==> src/logic/rfts_params.svh <==
// named offsets, field positions, reset values and rates of the timer unit
// assumes inclusion by bare name from the package and the timer unit file
`ifndef RFTS_PARAMS_SVH
`define RFTS_PARAMS_SVH

// register indices; byte address is four times the index
`define RFTS_IDX_T0_HI       6'h12
`define RFTS_IDX_T0_LO       6'h13
`define RFTS_IDX_T1_CTRL     6'h14
`define RFTS_IDX_T1_RLD_HI   6'h15
`define RFTS_IDX_T1_RLD_LO   6'h16
`define RFTS_IDX_TCONTROL    6'h20
`define RFTS_IDX_IRQ_STATUS  6'h21

// shared timer-control and irq-status field positions
`define RFTS_BIT_T1_RUN      5
`define RFTS_BIT_T0_RUN      4
`define RFTS_BIT_T1_WE       1
`define RFTS_BIT_T0_WE       0
`define RFTS_BIT_T1_IRQ      0

// start-mode encodings
`define RFTS_START_MANUAL    2'h0
`define RFTS_START_TX_END    2'h1
`define RFTS_START_TRIM      2'h2
`define RFTS_START_TRIM_UF   2'h3

// tick source encodings
`define RFTS_CLK_CARRIER     2'h0
`define RFTS_CLK_SLOW        2'h1
`define RFTS_CLK_T0_UF       2'h2
`define RFTS_CLK_T2_UF       2'h3

// reset values and the fixed timer0 reload value
`define RFTS_CTRL_RESET      8'h00
`define RFTS_RELOAD_RESET    8'h00
`define RFTS_T0_RELOAD       16'hffff

// rates: slow tick is the carrier divided down
`define RFTS_CARRIER_HZ      13560000
`define RFTS_SLOW_HZ         211875
`define RFTS_SLOW_DIV        (`RFTS_CARRIER_HZ / `RFTS_SLOW_HZ)

// axi responses
`define RFTS_RESP_OKAY       2'h0
`define RFTS_RESP_SLVERR     2'h2

`endif

==> src/logic/rfts_pkg.sv <==
// types shared by the timer unit files
// assumes rfts_params.svh sits on the include path
`default_nettype none
`include "rfts_params.svh"
package rfts_pkg;

    // timer1 control register layout
    typedef struct packed {
        logic       stop_on_receive;
        logic       rsv6;
        logic [1:0] start_mode;
        logic       auto_reload;
        logic       rsv2;
        logic [1:0] tick_source_select;
    } rfts_ctrl_t;

    // one register write from the bus slave
    typedef struct packed {
        logic       en;
        logic [5:0] idx;
        logic [7:0] data;
        logic       lane0;
    } rfts_wr_t;

endpackage
`default_nettype wire

==> src/logic/rfts_down_counter.sv <==
// one 16-bit down counter with load, stop, reload and underflow pulse
// assumes start/stop/tick are one-cycle pulses on aclk
`timescale 1ns/1ns
`default_nettype none
module rfts_down_counter #(
    parameter int W = 16
) (
    input  wire logic         aclk,
    input  wire logic         aresetn,
    input  wire logic         start,
    input  wire logic         stop,
    input  wire logic         tick,
    input  wire logic [W-1:0] reload,
    input  wire logic         auto_reload,
    input  wire logic         hold_at_zero,
    output logic      [W-1:0] count,
    output logic              active,
    output logic              underflow
);
    logic [W-1:0] cnt_q, cnt_d;
    logic         act_q, act_d;
    logic         uf_q, uf_d;

    // stop beats start; reload only sampled at a start or an underflow
    always_comb begin
        cnt_d = cnt_q;
        act_d = act_q;
        uf_d  = 1'b0;
        if (stop) begin
            act_d = 1'b0;
        end else if (start) begin
            cnt_d = reload;
            act_d = 1'b1;
        end else if (act_q && tick) begin
            if (cnt_q == '0) begin
                if (!hold_at_zero) begin
                    uf_d = 1'b1;
                    if (auto_reload) begin
                        cnt_d = reload;
                    end else begin
                        act_d = 1'b0;
                    end
                end
            end else begin
                cnt_d = cnt_q - 1'b1;
            end
        end
    end

    // registers only
    always_ff @(posedge aclk) begin
        if (!aresetn) begin
            cnt_q <= '0;
            act_q <= 1'b0;
            uf_q  <= 1'b0;
        end else begin
            cnt_q <= cnt_d;
            act_q <= act_d;
            uf_q  <= uf_d;
        end
    end

    assign count     = cnt_q;
    assign active    = act_q;
    assign underflow = uf_q;
endmodule
`default_nettype wire

==> src/logic/rfts_axil_slave.sv <==
// axi4-lite slave front end: one write and one read in flight
// assumes the parent decodes indices combinationally
`timescale 1ns/1ns
`default_nettype none
module rfts_axil_slave
    import rfts_pkg::*;
#(
    parameter int AW = 8
) (
    input  wire logic          aclk,
    input  wire logic          aresetn,
    input  wire logic [AW-1:0] awaddr,
    input  wire logic          awvalid,
    output logic               awready,
    input  wire logic [31:0]   wdata,
    input  wire logic [3:0]    wstrb,
    input  wire logic          wvalid,
    output logic               wready,
    output logic [1:0]         bresp,
    output logic               bvalid,
    input  wire logic          bready,
    input  wire logic [AW-1:0] araddr,
    input  wire logic          arvalid,
    output logic               arready,
    output logic [31:0]        rdata,
    output logic [1:0]         rresp,
    output logic               rvalid,
    input  wire logic          rready,
    output rfts_pkg::rfts_wr_t wr,
    input  wire logic          wr_ok,
    output logic [5:0]         rd_idx,
    input  wire logic [7:0]    rd_data,
    input  wire logic          rd_ok
);
    logic          awh_q, awh_d, wh_q, wh_d, bv_q, bv_d, rv_q, rv_d;
    logic          awr_q, awr_d, wr_q, wr_d, arr_q, arr_d;
    logic [AW-1:0] aa_q, aa_d;
    logic [7:0]    wd_q, wd_d;
    logic          ws_q, ws_d;
    logic [1:0]    br_q, br_d, rr_q, rr_d;
    logic [31:0]   rd_q, rd_d;

    assign rd_idx   = araddr[7:2];
    assign wr.en    = awh_q && wh_q && !bv_q;
    assign wr.idx   = aa_q[7:2];
    assign wr.data  = wd_q;
    assign wr.lane0 = ws_q;

    // address and data are caught in either order, answer after both
    always_comb begin
        awh_d = awh_q;
        wh_d  = wh_q;
        aa_d  = aa_q;
        wd_d  = wd_q;
        ws_d  = ws_q;
        bv_d  = bv_q;
        br_d  = br_q;
        rv_d  = rv_q;
        rr_d  = rr_q;
        rd_d  = rd_q;
        if (awvalid && awr_q) begin
            awh_d = 1'b1;
            aa_d  = awaddr;
        end
        if (wvalid && wr_q) begin
            wh_d = 1'b1;
            wd_d = wdata[7:0];
            ws_d = wstrb[0];
        end
        if (bv_q && bready) begin
            bv_d = 1'b0;
        end
        if (wr.en) begin
            awh_d = 1'b0;
            wh_d  = 1'b0;
            bv_d  = 1'b1;
            br_d  = wr_ok ? `RFTS_RESP_OKAY : `RFTS_RESP_SLVERR;
        end
        if (rv_q && rready) begin
            rv_d = 1'b0;
        end
        if (arvalid && arr_q) begin
            rv_d = 1'b1;
            rd_d = {24'h000000, rd_data};
            rr_d = rd_ok ? `RFTS_RESP_OKAY : `RFTS_RESP_SLVERR;
        end
        // readies drop while a channel is held or an answer waits
        awr_d = !awh_d && !bv_d;
        wr_d  = !wh_d && !bv_d;
        arr_d = !rv_d;
    end

    // registers only
    always_ff @(posedge aclk) begin
        if (!aresetn) begin
            awh_q <= 1'b0;
            wh_q  <= 1'b0;
            aa_q  <= '0;
            wd_q  <= 8'h00;
            ws_q  <= 1'b0;
            bv_q  <= 1'b0;
            br_q  <= `RFTS_RESP_OKAY;
            rv_q  <= 1'b0;
            rr_q  <= `RFTS_RESP_OKAY;
            rd_q  <= 32'h00000000;
            awr_q <= 1'b0;
            wr_q  <= 1'b0;
            arr_q <= 1'b0;
        end else begin
            awh_q <= awh_d;
            wh_q  <= wh_d;
            aa_q  <= aa_d;
            wd_q  <= wd_d;
            ws_q  <= ws_d;
            bv_q  <= bv_d;
            br_q  <= br_d;
            rv_q  <= rv_d;
            rr_q  <= rr_d;
            rd_q  <= rd_d;
            awr_q <= awr_d;
            wr_q  <= wr_d;
            arr_q <= arr_d;
        end
    end

    assign awready = awr_q;
    assign wready  = wr_q;
    assign bvalid  = bv_q;
    assign bresp   = br_q;
    assign arready = arr_q;
    assign rvalid  = rv_q;
    assign rresp   = rr_q;
    assign rdata   = rd_q;
endmodule
`default_nettype wire

==> src/logic/rfts_timer_unit.sv <==
// reader timer unit: timer0 count readback and timer1 with control,
// reload, start modes, cascading and an underflow flag
// assumes carrier_tick, tx_done, rx_first_bits and timer2_underflow are
// one-cycle pulses synchronous to aclk, trim_ref a synchronous level
//
// Added by the designer: the AXI4-Lite slave port.
`timescale 1ns/1ns
`default_nettype none
`include "rfts_params.svh"

module rfts_timer_unit
    import rfts_pkg::*;
#(
    parameter int AW    = 8,
    parameter int CNT_W = 16
) (
    input  wire logic          aclk,
    input  wire logic          aresetn,
    input  wire logic [AW-1:0] awaddr,
    input  wire logic          awvalid,
    output logic               awready,
    input  wire logic [31:0]   wdata,
    input  wire logic [3:0]    wstrb,
    input  wire logic          wvalid,
    output logic               wready,
    output logic [1:0]         bresp,
    output logic               bvalid,
    input  wire logic          bready,
    input  wire logic [AW-1:0] araddr,
    input  wire logic          arvalid,
    output logic               arready,
    output logic [31:0]        rdata,
    output logic [1:0]         rresp,
    output logic               rvalid,
    input  wire logic          rready,
    input  wire logic          carrier_tick,
    input  wire logic          tx_done,
    input  wire logic          rx_first_bits,
    input  wire logic          trim_ref,
    input  wire logic          timer2_underflow,
    output logic               timer1_irq_flag
);
    import rfts_pkg::*;

    localparam int DIV_W = $clog2(`RFTS_SLOW_DIV);
    localparam logic [DIV_W-1:0] DIV_LAST = DIV_W'(`RFTS_SLOW_DIV - 1);

    rfts_wr_t         wr;
    logic             wr_ok;
    logic [5:0]       rd_idx;
    logic [7:0]       rd_data;
    logic             rd_ok;

    rfts_ctrl_t       ctrl_q, ctrl_d;
    logic [7:0]       rld_hi_q, rld_hi_d;
    logic [7:0]       rld_lo_q, rld_lo_d;
    logic             irq_q, irq_d;
    logic [DIV_W-1:0] div_q, div_d;
    logic             slow_q, slow_d;
    logic             trim_q, trim_d;

    logic [CNT_W-1:0] t0_count, t1_count;
    logic             t0_active, t1_active;
    logic             t0_uf, t1_uf;
    logic             t0_start, t0_stop, t1_start, t1_stop;
    logic             t1_tick, trim_mode, trim_rise, wr_lane, tcon_wr;

    // bus front end
    rfts_axil_slave #(
        .AW(AW)
    ) u_bus (
        .aclk    (aclk),
        .aresetn (aresetn),
        .awaddr  (awaddr),
        .awvalid (awvalid),
        .awready (awready),
        .wdata   (wdata),
        .wstrb   (wstrb),
        .wvalid  (wvalid),
        .wready  (wready),
        .bresp   (bresp),
        .bvalid  (bvalid),
        .bready  (bready),
        .araddr  (araddr),
        .arvalid (arvalid),
        .arready (arready),
        .rdata   (rdata),
        .rresp   (rresp),
        .rvalid  (rvalid),
        .rready  (rready),
        .wr      (wr),
        .wr_ok   (wr_ok),
        .rd_idx  (rd_idx),
        .rd_data (rd_data),
        .rd_ok   (rd_ok)
    );

    // index decode shared by both directions
    function automatic logic mapped(input logic [5:0] idx);
        mapped = (idx == `RFTS_IDX_T0_HI) || (idx == `RFTS_IDX_T0_LO) ||
                 (idx == `RFTS_IDX_T1_CTRL) || (idx == `RFTS_IDX_T1_RLD_HI) ||
                 (idx == `RFTS_IDX_T1_RLD_LO) || (idx == `RFTS_IDX_TCONTROL) ||
                 (idx == `RFTS_IDX_IRQ_STATUS);
    endfunction

    assign wr_ok   = mapped(wr.idx);
    assign wr_lane = wr.en && wr.lane0;  // only byte lane 0 carries data
    assign tcon_wr = wr_lane && (wr.idx == `RFTS_IDX_TCONTROL);

    // read mux; count bytes sampled live, so a read mid-reception
    // may catch a moving value, software is told to avoid that
    always_comb begin
        rd_ok   = mapped(rd_idx);
        rd_data = 8'h00;
        unique case (rd_idx)
            `RFTS_IDX_T0_HI:      rd_data = t0_count[15:8];
            `RFTS_IDX_T0_LO:      rd_data = t0_count[7:0];
            `RFTS_IDX_T1_CTRL:    rd_data = ctrl_q;
            `RFTS_IDX_T1_RLD_HI:  rd_data = rld_hi_q;
            `RFTS_IDX_T1_RLD_LO:  rd_data = rld_lo_q;
            `RFTS_IDX_TCONTROL: begin
                rd_data[`RFTS_BIT_T1_RUN] = t1_active;
                rd_data[`RFTS_BIT_T0_RUN] = t0_active;
            end
            `RFTS_IDX_IRQ_STATUS: rd_data[`RFTS_BIT_T1_IRQ] = irq_q;
            default:              rd_data = 8'h00;
        endcase
    end

    // software-held state: control, reload bytes, interrupt flag
    always_comb begin
        ctrl_d   = ctrl_q;
        rld_hi_d = rld_hi_q;
        rld_lo_d = rld_lo_q;
        irq_d    = irq_q;
        if (wr_lane) begin
            unique case (wr.idx)
                `RFTS_IDX_T1_CTRL: begin
                    ctrl_d      = wr.data;
                    ctrl_d.rsv6 = 1'b0;
                    ctrl_d.rsv2 = 1'b0;
                end
                // reload bytes feed the counter only at a start or an auto-reload underflow
                `RFTS_IDX_T1_RLD_HI:  rld_hi_d = wr.data;
                `RFTS_IDX_T1_RLD_LO:  rld_lo_d = wr.data;
                `RFTS_IDX_IRQ_STATUS: begin
                    if (wr.data[`RFTS_BIT_T1_IRQ]) begin
                        irq_d = 1'b0;                                // write one to clear
                    end
                end
                default: ;
            endcase
        end
        // set after clear so an underflow in the clear cycle survives
        if (t1_uf) begin
            irq_d = 1'b1;
        end
    end

    always_ff @(posedge aclk) begin
        if (!aresetn) begin
            ctrl_q   <= `RFTS_CTRL_RESET;
            rld_hi_q <= `RFTS_RELOAD_RESET;
            rld_lo_q <= `RFTS_RELOAD_RESET;
            irq_q    <= 1'b0;
        end else begin
            ctrl_q   <= ctrl_d;
            rld_hi_q <= rld_hi_d;
            rld_lo_q <= rld_lo_d;
            irq_q    <= irq_d;
        end
    end

    assign timer1_irq_flag = irq_q;

    // slow tick: every n-th carrier tick, so it stays phase locked to it
    always_comb begin
        div_d  = div_q;
        slow_d = 1'b0;
        if (carrier_tick) begin
            if (div_q == DIV_LAST) begin
                div_d  = '0;
                slow_d = 1'b1;
            end else begin
                div_d = div_q + 1'b1;
            end
        end
    end

    always_ff @(posedge aclk) begin
        if (!aresetn) begin
            div_q  <= '0;
            slow_q <= 1'b0;
        end else begin
            div_q  <= div_d;
            slow_q <= slow_d;
        end
    end

    // trimming reference edge detector; input already synchronous
    assign trim_d    = trim_ref;
    assign trim_rise = trim_ref && !trim_q;

    always_ff @(posedge aclk) begin
        if (!aresetn) begin
            trim_q <= 1'b0;
        end else begin
            trim_q <= trim_d;
        end
    end

    // timer0: only start and stop from software, fixed full-range reload
    assign t0_start = tcon_wr && wr.data[`RFTS_BIT_T0_WE] &&
                      wr.data[`RFTS_BIT_T0_RUN];
    assign t0_stop  = tcon_wr && wr.data[`RFTS_BIT_T0_WE] &&
                      !wr.data[`RFTS_BIT_T0_RUN];

    rfts_down_counter #(
        .W(CNT_W)
    ) u_t0 (
        .aclk         (aclk),
        .aresetn      (aresetn),
        .start        (t0_start),
        .stop         (t0_stop),
        .tick         (carrier_tick),
        .reload       (`RFTS_T0_RELOAD),
        .auto_reload  (1'b1),
        .hold_at_zero (1'b0),
        .count        (t0_count),
        .active       (t0_active),
        .underflow    (t0_uf)
    );

    // timer1 tick source
    always_comb begin
        unique case (ctrl_q.tick_source_select)
            `RFTS_CLK_CARRIER: t1_tick = carrier_tick;
            `RFTS_CLK_SLOW:    t1_tick = slow_q;
            `RFTS_CLK_T0_UF:   t1_tick = t0_uf;
            `RFTS_CLK_T2_UF:   t1_tick = timer2_underflow;
        endcase
    end

    // timer1 start and stop events; a stop wins over a start in the
    // same cycle, the safe choice when a frame ends as software stops
    assign trim_mode = ctrl_q.start_mode[1];

    always_comb begin
        t1_start = 1'b0;
        t1_stop  = 1'b0;
        if (tcon_wr && wr.data[`RFTS_BIT_T1_WE]) begin
            t1_start = wr.data[`RFTS_BIT_T1_RUN];
            t1_stop  = !wr.data[`RFTS_BIT_T1_RUN];
        end
        unique case (ctrl_q.start_mode)
            `RFTS_START_MANUAL: ;
            `RFTS_START_TX_END: begin
                if (tx_done) begin
                    t1_start = 1'b1;
                end
            end
            `RFTS_START_TRIM, `RFTS_START_TRIM_UF: begin
                if (trim_rise) begin
                    t1_start = t1_start || !t1_active;
                    t1_stop  = t1_stop || t1_active;
                end
            end
        endcase
        if (ctrl_q.stop_on_receive && !trim_mode && rx_first_bits) begin
            t1_stop = 1'b1;
        end
    end

    // timer1 counter: both reload bytes are taken together at a start
    rfts_down_counter #(
        .W(CNT_W)
    ) u_t1 (
        .aclk         (aclk),
        .aresetn      (aresetn),
        .start        (t1_start),
        .stop         (t1_stop),
        .tick         (t1_tick),
        .reload       ({rld_hi_q, rld_lo_q}),
        .auto_reload  (ctrl_q.auto_reload),
        .hold_at_zero (ctrl_q.start_mode == `RFTS_START_TRIM),
        .count        (t1_count),
        .active       (t1_active),
        .underflow    (t1_uf)
    );

    // timer1 count readback lies outside this block's register map
    logic unused_t1_count;
    assign unused_t1_count = ^t1_count;
endmodule
`default_nettype wire

==> config.mk <==
export PLATFORM = sky130hd
export DESIGN_NAME = rfts_timer_unit
export DESIGN_NICKNAME = d
export VERILOG_FILES = /design/src/logic/rfts_pkg.sv /design/src/logic/rfts_down_counter.sv /design/src/logic/rfts_axil_slave.sv /design/src/logic/rfts_timer_unit.sv
export VERILOG_INCLUDE_DIRS = /design/src /design/src/logic
export SDC_FILE = /design/constraint.sdc
export NUM_CORES = 1
export LEC_CHECK = 0
export ABC_AREA = 1
export BUFFER_PORTS_ARGS = -buffer_cell sky130_fd_sc_hd__buf_2
export CORE_ASPECT_RATIO = 1.4
export CORE_MARGIN = 2
export CORE_UTILIZATION = 48
export CTS_CLUSTER_DIAMETER = 120
export CTS_CLUSTER_SIZE = 25
export DETAILED_ROUTE_END_ITERATION = 6
export PLACE_DENSITY = 0.72
export SLEW_MARGIN = 20
export SYNTH_ARGS = -nofsm -noshare
export SYNTH_HDL_FRONTEND = slang
export SYNTH_SLANG_ARGS = --single-unit
==> constraint.sdc <==
create_clock -name aclk -period 1.46 [get_ports aclk]
set_input_delay 0.146 -clock aclk [delete_from_list [all_inputs] [get_ports aclk]]
set_output_delay 0.146 -clock aclk [all_outputs]
set_load 0.05 [all_outputs]
==> summary.txt, run 1 <==
# setup viols final = 49
clock buffer depth = 2
first-pass GRT wire length = 26,100 µm
worst hold start = wdata[2]
Synth area leaders = dfxtp_1 (35%), nand2_1 (12%), nor2_1 (8.6%)
vias in the first global route = 5,695
I/O Pins = 106
H-tree levels = 3
P&R area growth vs syn = 35.2%
pin count of the biggest net entering global routing = 60
Pins Over Slew Limit = 0
final number of hold-violating endpoints = 0
crit-path max FO = 6
synthesized cell area = 5660 µm²
Synth Area per Inst = 6.61 µm²
total track usage = 26.3%
status = finished, violations left
# nets final = 1,099
ys flop type = dfxtp_1
Worst Setup SP = u_bus.aa_q[4]
R2R Setup Slk = -0.19 ns
Int Power = 4.56 mW
vias post-DR = 6,116
M3 GR Usage = 4.16%
CTS tree = yes
Seq/Total Area, Yosys = 35.0%
switching pwr = 1.64 mW
violated checks = negative setup slack
worst path required time = 1.71 ns
most used routing layer = met2
clock sink count = 99
DP HPWL = 11,800 µm
critical path launch point type = flip-flop
PnR worst setup slack = -0.189 ns
Final Critical Period = 1.65 ns
CTS buffer count = 9
element type at the critical path end = flip-flop
share of the synthesized area in the top cell type = 35.0%
routed vias/inst = 5.19
Clock Skews = 0.00649 ns
FF-to-FF Start = u_bus.aa_q[4]
dpl ws = -0.151 ns
#FFs+latches synth = 99
Tcrit/Tclk final = 113%
clock power share = 43.5%
wire length per cell = 14.4 µm
die area = 12,700 µm²
residual DRC count = 0
Final ANT Viol Nets = 0
GRT Residual Overflow = 0
CTS Root Cell = clkbuf_16
placer congestion estimate = 0.905
post-synthesis cell type count = 42
Ant. Diodes = 0
Setup TNS = -5.23 ns
Cell Pwr Density = 811 nW/µm²
DR iter-0 viols = 489
Clock Latency Late Sink = 0.36 ns
Setup Crit Path Kind = flip-flop to flip-flop
Yosys Warn Count = 0
share of layout cells above drive strength 1 = 30.4%
RSZ-0062 raised after global routing = yes
die height = 132 µm
min-delay worst type = input pin to flip-flop
Lkg Pwr = 3.63 nW
Comb power frac = 10.8%
Core ar. = 11,400 µm²
M1 GR Usage = 28.0%
overall power = 6.20 mW
WP data arrival = 1.90 ns
initial antenna violation count = 0
Max Fclk = 0.606 GHz
Worst-path clk slew = 0.07 ns
Die X = 95.7 µm
FP Rows = 46
max-cap violations = 0
Max rail drop VDD = 0.750 mV
DR pass1 iterations = 6
Mapped Cells = 855
IO Port Bufs = 48
EDFF count, synth = 0
Global Route met2 Usage = 48.4%
post-synth top area cell = dfxtp_1
Starting Density = 49.6%
async set-reset flop share out of synthesis = 0%
Sw Share = 26.4%
routed wire length = 16,900 µm
Seq pwr share = 45.7%
[per-layer routing]
metal	vias up	wire length [µm]
met5	-	0
met3	71	885
li1	3054	-
met4	0	896
met1	2760	6050
met2	231	9120
[worst paths after layout]
kind | to | cells after the start
min reg2reg | u_bus.bresp[1] | 2
max reg2reg | u_t0.count[12] | 10
min | u_bus.wd_q[2] | 3
max | u_t0.count[12] | 10
[cells in the mapped netlist, types with 6 or more instances]
master    number
a21oi_1       62
xor2_1        10
nor2_1       130
nor2_4        10
nor3_1        18
o22ai_1       10
nand2_1      174
dfxtp_1       99
o21ai_0       73
nand4_1       14
clkbuf_1      12
inv_1        102
nand3_1       51
nand2_2        6
nor2_2         8
buf_4         29
[cell type report]
cell class,instances,area (µm²)
Fill cell,978,3750
Multi-Input combinational cell,626,3310
Sequential cell,99,2000
Timing Repair Buffer,187,1400
Inverter,106,417
Clock buffer,11,253
Tap cell,144,180
Clock inverter,5,82.6
Timing Repair inverter,1,7.51
[what timing repair did]
action,in CTS,in global routing
setup buffers,10,10
gates resized for setup,51,60
hold buffers,1,0
endpoints found under the hold margin,1,0
setup endpoints to repair,36,57
pin swaps,24,25
gates cloned,1,2
[worst max-delay path, stage by stage (launching register included)]
cell and delay, ns:
dfxtp_2 0.34, nor2_4 0.13, nand2_2 0.08, nor2_4 0.21, nand3_2 0.16, nand3_4 0.15, nand2_8 0.09, buf_6 0.15
nand2_2 0.06, nand3_2 0.06, and2_4 0.13
[flip-flops by register name (all words and copies together), names as in the netlist, 6 cells and up]
| signal | flops |
|---|---|
| rld_hi_q | 8 |
| rld_lo_q | 8 |
| u_bus.wd_q | 8 |
| ctrl_q | 6 |
| u_bus.aa_q | 6 |
| u_t0.count | 16 |
| u_t1.count | 16 |
| div_q | 6 |
| u_bus.rdata | 8 |
[per-stage QoR]
stage	hold WS, ns	std cells	cell area [µm²]	utilization (%)
3_3_place_gp	0.344	1140	6770	59.4
4_1_cts	0.0358	1168	7370	64.7
2_1_floorplan	0.239	880	5790	-
3_5_place_dp	0.348	1140	6770	59.4
6_report	0.0329	1179	7640	67.1
5_1_grt	0.0697	1179	7640	67.1
[cell usage in the layout (no fill, tap or decap), types with 8 or more instances in the layout]
master	count
a21oi_1	58
buf_2	48
buf_4	121
buf_6	11
clkbuf_16	9
conb_1	26
dfxtp_1	90
inv_1	92
inv_2	8
nand2_1	165
nand2_2	11
nand3_1	41
nand3_2	11
nand4_1	14
nor2_1	118
nor2_2	17
nor2_4	13
nor3_1	17
o21ai_0	61
o21ai_2	12
o22ai_1	10
xor2_1	10
[power by group through the flow]
stage / sequential, mW / combinational, mW / clock (mW)
3_5_place_dp: 2.88 / 0.629 / 0
4_1_cts: 2.82 / 0.643 / 2.71
5_1_grt: 2.83 / 0.727 / 2.84
3_3_place_gp: 2.88 / 0.620 / 0
2_1_floorplan: 2.95 / 0.411 / 0
6_report: 2.83 / 0.671 / 2.70
[logic make-up (layout without fill, tap and decap cells)]
kind of cell               count (synthesis)  after routing  synth area share [%]
other                                      1             26                0.0663
xor gates and xnor gates                  11             11                  1.70
and+or+nand+nor                          432            432                  35.0
DFF                                       99             99                  35.0
buffers and inverters                    155            310                  13.1
adders and majority gates                  5              5                  1.11
AOI/OAI and AO/OA                        152            152                  13.9
No activity file was read; power rests on OpenSTA's default activity.
==> inputs of run 2 (changes only) <==
- CORE_MARGIN: 2 -> 4
- CTS_CLUSTER_SIZE: 25 -> 40
- RECOVER_POWER: not set -> 50
==> run 2 against run 1 <==
Cell area grew 1.5%. Flip-flop and latch count stayed put. Total power shrank 3.1%. Clock skew is essentially flat. Largest cell class unchanged. Cell count stayed put. Maximum frequency is 0.18% higher. Non-clock buffer count shrank 1. Wire length shrank 0.22%. The flow still finishes with violations (negative setup slack). Die area rose by 7.3%. Setup slack gained 0.0030 ns.
==> summary.txt, run 2 (same netlist as run 1, synthesis figures left out) <==
Hold-fix buffers, CTS = 0
violated checks = negative setup slack
CTS buffer count = 9
IO Port Bufs = 48
Clock Skews = 0.00654 ns
clock power share = 41.5%
element type at the critical path end = flip-flop
wire length per cell = 14.3 µm
CTS tree = yes
Fillers = 946
DR iter-0 viols = 465
P&R area growth vs syn = 37.2%
clock sink count = 99
Cell Pwr Density = 774 nW/µm²
Non-Filler Instances = 1,179
total track usage = 23.7%
placer congestion estimate = 0.923
Setup TNS = -4.03 ns
Placed Instances = 1,131
overall power = 6.01 mW
initial antenna violation count = 0
Max rail drop VDD = 0.746 mV
Setup Crit Path Kind = flip-flop to flip-flop
max-cap violations = 0
min-delay worst type = input pin to flip-flop
Seq pwr share = 47.0%
CTS Root Cell = clkbuf_16
hold_ws = 0.00288 ns
Die X = 99.7 µm
# nets final = 1,099
Lkg Pwr = 3.64 nW
share of layout cells above drive strength 1 = 32.3%
DR pass1 iterations = 5
final instance area = 7760 µm²
worst path required time = 1.71 ns
status = finished, violations left
critical path launch point type = flip-flop
I/O Pins = 106
DP HPWL = 11,700 µm
Final ANT Viol Nets = 0
PnR worst setup slack = -0.186 ns
most frequent CP cell = nor2_4
WP data arrival = 1.90 ns
vias post-DR = 6,024
commonest non-fill, non-tap cell in the layout = nand2_1
CP max stage cell = dfxtp_2
Ant. Diodes = 0
FP Rows = 46
critical path's largest stage delay = 0.34 ns
Comb power frac = 11.5%
switching pwr = 1.65 mW
H-tree levels = 3
residual DRC count = 0
DP Area = 6710 µm²
Core ar. = 11,500 µm²
vias in the first global route = 5,611
Pins Over Slew Limit = 0
most frequent cells in the layout = nand2_1 (157), nor2_1 (118), buf_4 (114), inv_1 (90), dfxtp_1 (86)
die height = 136 µm
die area = 13,600 µm²
Tcrit/Tclk final = 113%
CP cell instances = nor2_4, nand2_2, nor2_4, nand3_4, nand3_2, nor2_4, nor2_4, clkbuf_16, nand2_1, nand2_1, nor2_1
Sw Share = 27.5%
Max Fclk = 0.608 GHz
Int Power = 4.35 mW
pin count of the biggest net entering global routing = 67
Worst-path clk slew = 0.07 ns
# setup viols final = 35
Starting Density = 49.4%
first-pass GRT wire length = 25,800 µm
final number of hold-violating endpoints = 0
crit-path max FO = 7
routed vias/inst = 5.11
routed wire length = 16,900 µm
clock buffer depth = 2
GRT Residual Overflow = 0
RSZ-0062 raised after global routing = yes
Clock Latency Late Sink = 0.35 ns
Final Critical Period = 1.65 ns
-- run 2: cell count changes in the layout (fill, tap and decap cells not counted), sizes merged --
cell / change
clkbuf: +1
buf: -1
dlygate4sd3: -1
nand2: +1
inv: +1
bufinv: -1
clkinv: +2
clkinvlp: -2
-- run 2: path summary, 6_finish.rpt --
path | startpoint | endpoint | slack, ns | depth (start not counted)
max | u_bus.aa_q[2] | u_t1.count[0] | -0.19 | 11
min | trim_ref | trim_q | 0.003 | 3
max reg2reg | u_bus.aa_q[2] | u_t1.count[0] | -0.19 | 11
min reg2reg | u_bus.bresp[1] | u_bus.bresp[1] | 0.46 | 2
-- run 2: metrics by stage --
step / setup slack, ns / utilization [%]
3_3_place_gp: -0.185 / 58.5
5_1_grt: -0.295 / 67.8
3_5_place_dp: -0.232 / 58.5
2_1_floorplan: -0.120 / -
6_report: -0.186 / 67.8
4_1_cts: -0.160 / 63.8
-- run 2: power groups by stage --
stage | Combinational, mW | Sequential [mW] | Clock [mW]
after global placement | 0.632 | 2.88 | 0
after global routing | 0.750 | 2.83 | 2.62
after detailed placement | 0.637 | 2.88 | 0
final | 0.691 | 2.83 | 2.49
after CTS | 0.664 | 2.82 | 2.51
after floorplan | 0.411 | 2.95 | 0
-- run 2: per-layer routing --
layer  track usage [%]  wire length, µm  vias up
li1                  -                -     3059
met2              45.1             8980      183
met4              12.3              811        0
met3              3.08              685       60
met1              24.8             6430     2722
met5                 0                0        -
-- run 2: worst max-delay path, delay by kind of cell (launching register included) --
| family | cells | cell delay [ns] |
|---|---|---|
| DFF | 1 | 0.34 |
| buffers and inverters | 1 | 0.19 |
| and+or+nand+nor | 10 | 1.03 |
-- run 2: area by class of cell --
| class | count | area (µm²) | share of cell area [%] |
|---|---|---|---|
| tap | 144 | 180 | 2.32 |
| timing repair inverter | 1 | 11.3 | 0.145 |
| sequential | 99 | 2000 | 25.8 |
| clock buffer | 11 | 243 | 3.13 |
| multi-input combinational | 627 | 3420 | 44.1 |
| timing repair buffer | 186 | 1420 | 18.3 |
| clock inverter | 5 | 60.1 | 0.774 |
| inverter | 106 | 420 | 5.42 |
-- run 2: timing repair --
| action | in CTS | in global routing |
|---|---|---|
| setup endpoints to repair | 42 | 58 |
| hold endpoints to repair | 0 | 0 |
| pin swaps | 30 | 41 |
| buffers inserted | 12 | 19 |
| cloned | 2 | 2 |
| gates resized for setup | 65 | 90 |
==> inputs of run 3 (changes only) <==
- CORE_UTILIZATION: 48 -> 35
- PLACE_DENSITY: 0.72 -> 0.56
==> run 3 against run 2 <==
The run still ends with negative setup slack left. Count of clock-buffer cells in the layout down 1. Register-to-register slack about the same. Combinational power about the same. Critical path depth is 1 lower. Flip-flop and latch count unchanged. Critical path type unchanged. Critical endpoint is now u_t0.count[12].
==> summary.txt, run 3 (same netlist as run 1, synthesis figures left out) <==
DP HPWL = 13,100 µm
# setup viols final = 41
Sw Share = 27.7%
Seq pwr share = 47.5%
element type at the critical path end = flip-flop
initial antenna violation count = 0
residual DRC count = 0
final number of hold-violating endpoints = 0
R2R Path End = u_t0.count[12]
WP data arrival = 1.90 ns
Non-Filler Instances = 1,238
die area = 18,300 µm²
# nets final = 1,106
Placed Instances = 1,195
hold path depth = 3
clock sink count = 99
worst path required time = 1.71 ns
first-pass GRT wire length = 27,800 µm
R2R Setup Slk = -0.19 ns
CP cell instances = nor2_4, nand2_2, nor2_4, nand3_2, nand3_4, nand2_8, buf_12, nand2_2, nand3_2, and2_4
die height = 158 µm
Worst-path clk slew = 0.08 ns
kind of cell adding the most delay to the critical path = simple AND/OR/NAND/NOR gates
status = finished, violations left
Starting Density = 35.9%
vias in the first global route = 5,773
FF-to-FF Start = u_bus.aa_q[3]
Fillers = 1,573
IO Port Bufs = 48
CTS buffer count = 9
dpl ws = -0.315 ns
Tcrit/Tclk final = 113%
PnR worst setup slack = -0.188 ns
DR pass1 iterations = 5
routed wire length = 18,200 µm
placer congestion estimate = 0.914
area occupied by multi-input gates = 3500 µm²
Max Fclk = 0.607 GHz
critical path launch point type = flip-flop
CTS tree = yes
FP Rows = 54
I/O Pins = 106
DP Area = 6870 µm²
crit-path max FO = 8
commonest non-fill, non-tap cell in the layout = nand2_1
Lkg Pwr = 3.70 nW
violated checks = negative setup slack
Ant. Diodes = 0
routed vias/inst = 4.78
RSZ-0062 raised after global routing = yes
critical path's largest stage delay = 0.33 ns
Clock Latency Late Sink = 0.35 ns
worst hold start = wdata[7]
Setup Crit Path Kind = flip-flop to flip-flop
Pins Over Slew Limit = 0
P&R area growth vs syn = 41.0%
Final Critical Period = 1.65 ns
pin count of the biggest net entering global routing = 50
min-delay worst type = input pin to flip-flop
CTS Root Cell = clkbuf_16
clock power share = 40.9%
vias post-DR = 5,923
Die X = 115 µm
Final ANT Viol Nets = 0
CP Buf/Inv Count = 1
switching pwr = 1.65 mW
clock buffer depth = 2
H-tree levels = 3
max-cap violations = 0
Comb power frac = 11.6%
wire length per cell = 14.7 µm
Int Power = 4.31 mW
final core occ = 50.7%
final instance area = 7970 µm²
GRT Residual Overflow = 0
most frequent cells in the layout = nand2_1 (151), nor2_1 (121), buf_4 (118), inv_1 (90), dfxtp_1 (89)
share of layout cells above drive strength 1 = 34.0%
worst hold endpoint = u_bus.wd_q[7]
Worst R2R Path Depth = 10
Core ar. = 15,700 µm²
CP max stage cell = dfxtp_2
Clock Skews = 0.00975 ns
Max rail drop VDD = 0.519 mV
Cell Pwr Density = 748 nW/µm²
total track usage = 19.3%
Reg area = 2000 µm²
DR iter-0 viols = 213
run 3: cell types whose count changed in the layout (fill, tap and decap cells not counted), sizes merged:
cell / delta
buf: +5
clkbuf: -1
clkinv: +3
clkinvlp: +1
dlygate4sd3: +1
inv: -3
nand3: +1
run 3: power by group through the flow:
stage | logic (mW) | clock network (mW) | registers (mW)
after floorplan | 0.411 | 0 | 2.95
after global placement | 0.640 | 0 | 2.88
after detailed placement | 0.643 | 0 | 2.88
after CTS | 0.675 | 2.47 | 2.83
after global routing | 0.761 | 2.58 | 2.84
final | 0.694 | 2.44 | 2.83
run 3: repair_timing:
action / in CTS / in global routing
setup endpoints to repair: 41 / 59
hold endpoints to repair: 1 / 0
pin swaps: 35 / 42
resized for setup: 42 / 126
setup buffers: 13 / 14
gates cloned: 2 / 3
hold buffers: 1 / 0
run 3: layer usage:
metal,global-route usage [%],part of all wire [%],wire (µm),vias to the layer above
met3,2.74,3.0,546,48
met4,8.22,4.0,736,0
met5,0,0,0,-
met2,37.9,55,9960,103
li1,-,-,-,3070
met1,19.9,38,6940,2702
run 3: layout make-up:
class                           instances  share of cell area, %
Clock inverter                          6                  0.816
Timing Repair inverter                  1                  0.204
Timing Repair Buffer                  192                   18.7
Tap cell                              196                   3.08
Clock buffer                           10                   2.87
Multi-Input combinational cell        628                   44.0
Sequential cell                        99                   25.0
Inverter                              106                   5.32
run 3: worst register-to-register path, delay by kind of cell, from the launching register on:
kind / cells / cell delay (ns)
flip-flops: 1 / 0.33
AND/OR/NAND/NOR: 9 / 1.06
buffers and inverters: 1 / 0.16
run 3: per-stage QoR:
stage | total power, mW | setup TNS [ns] | hold slack, ns
CTS | 5.97 | -4.51 | 0.0346
global route | 6.18 | -10.16 | 0.0570
detailed placement | 3.53 | -5.60 | 0.349
finish | 5.96 | -4.59 | 0.0378
global placement | 3.52 | -5.17 | 0.341
floorplan | 3.37 | -1.67 | 0.239
run 3: worst max path at each step:
stage          depth (start not counted)           from              to
5_1_grt                               13  u_t1.count[0]   u_t1.count[0]
2_1_floorplan                         11   u_bus.bvalid   u_t1.count[8]
4_1_cts                               11  u_bus.aa_q[5]   u_t1.count[4]
6_report                              10  u_bus.aa_q[3]  u_t0.count[12]
3_5_place_dp                          10  u_bus.aa_q[4]   u_t1.count[4]
3_3_place_gp                          10  u_bus.aa_q[4]   u_t1.count[1]
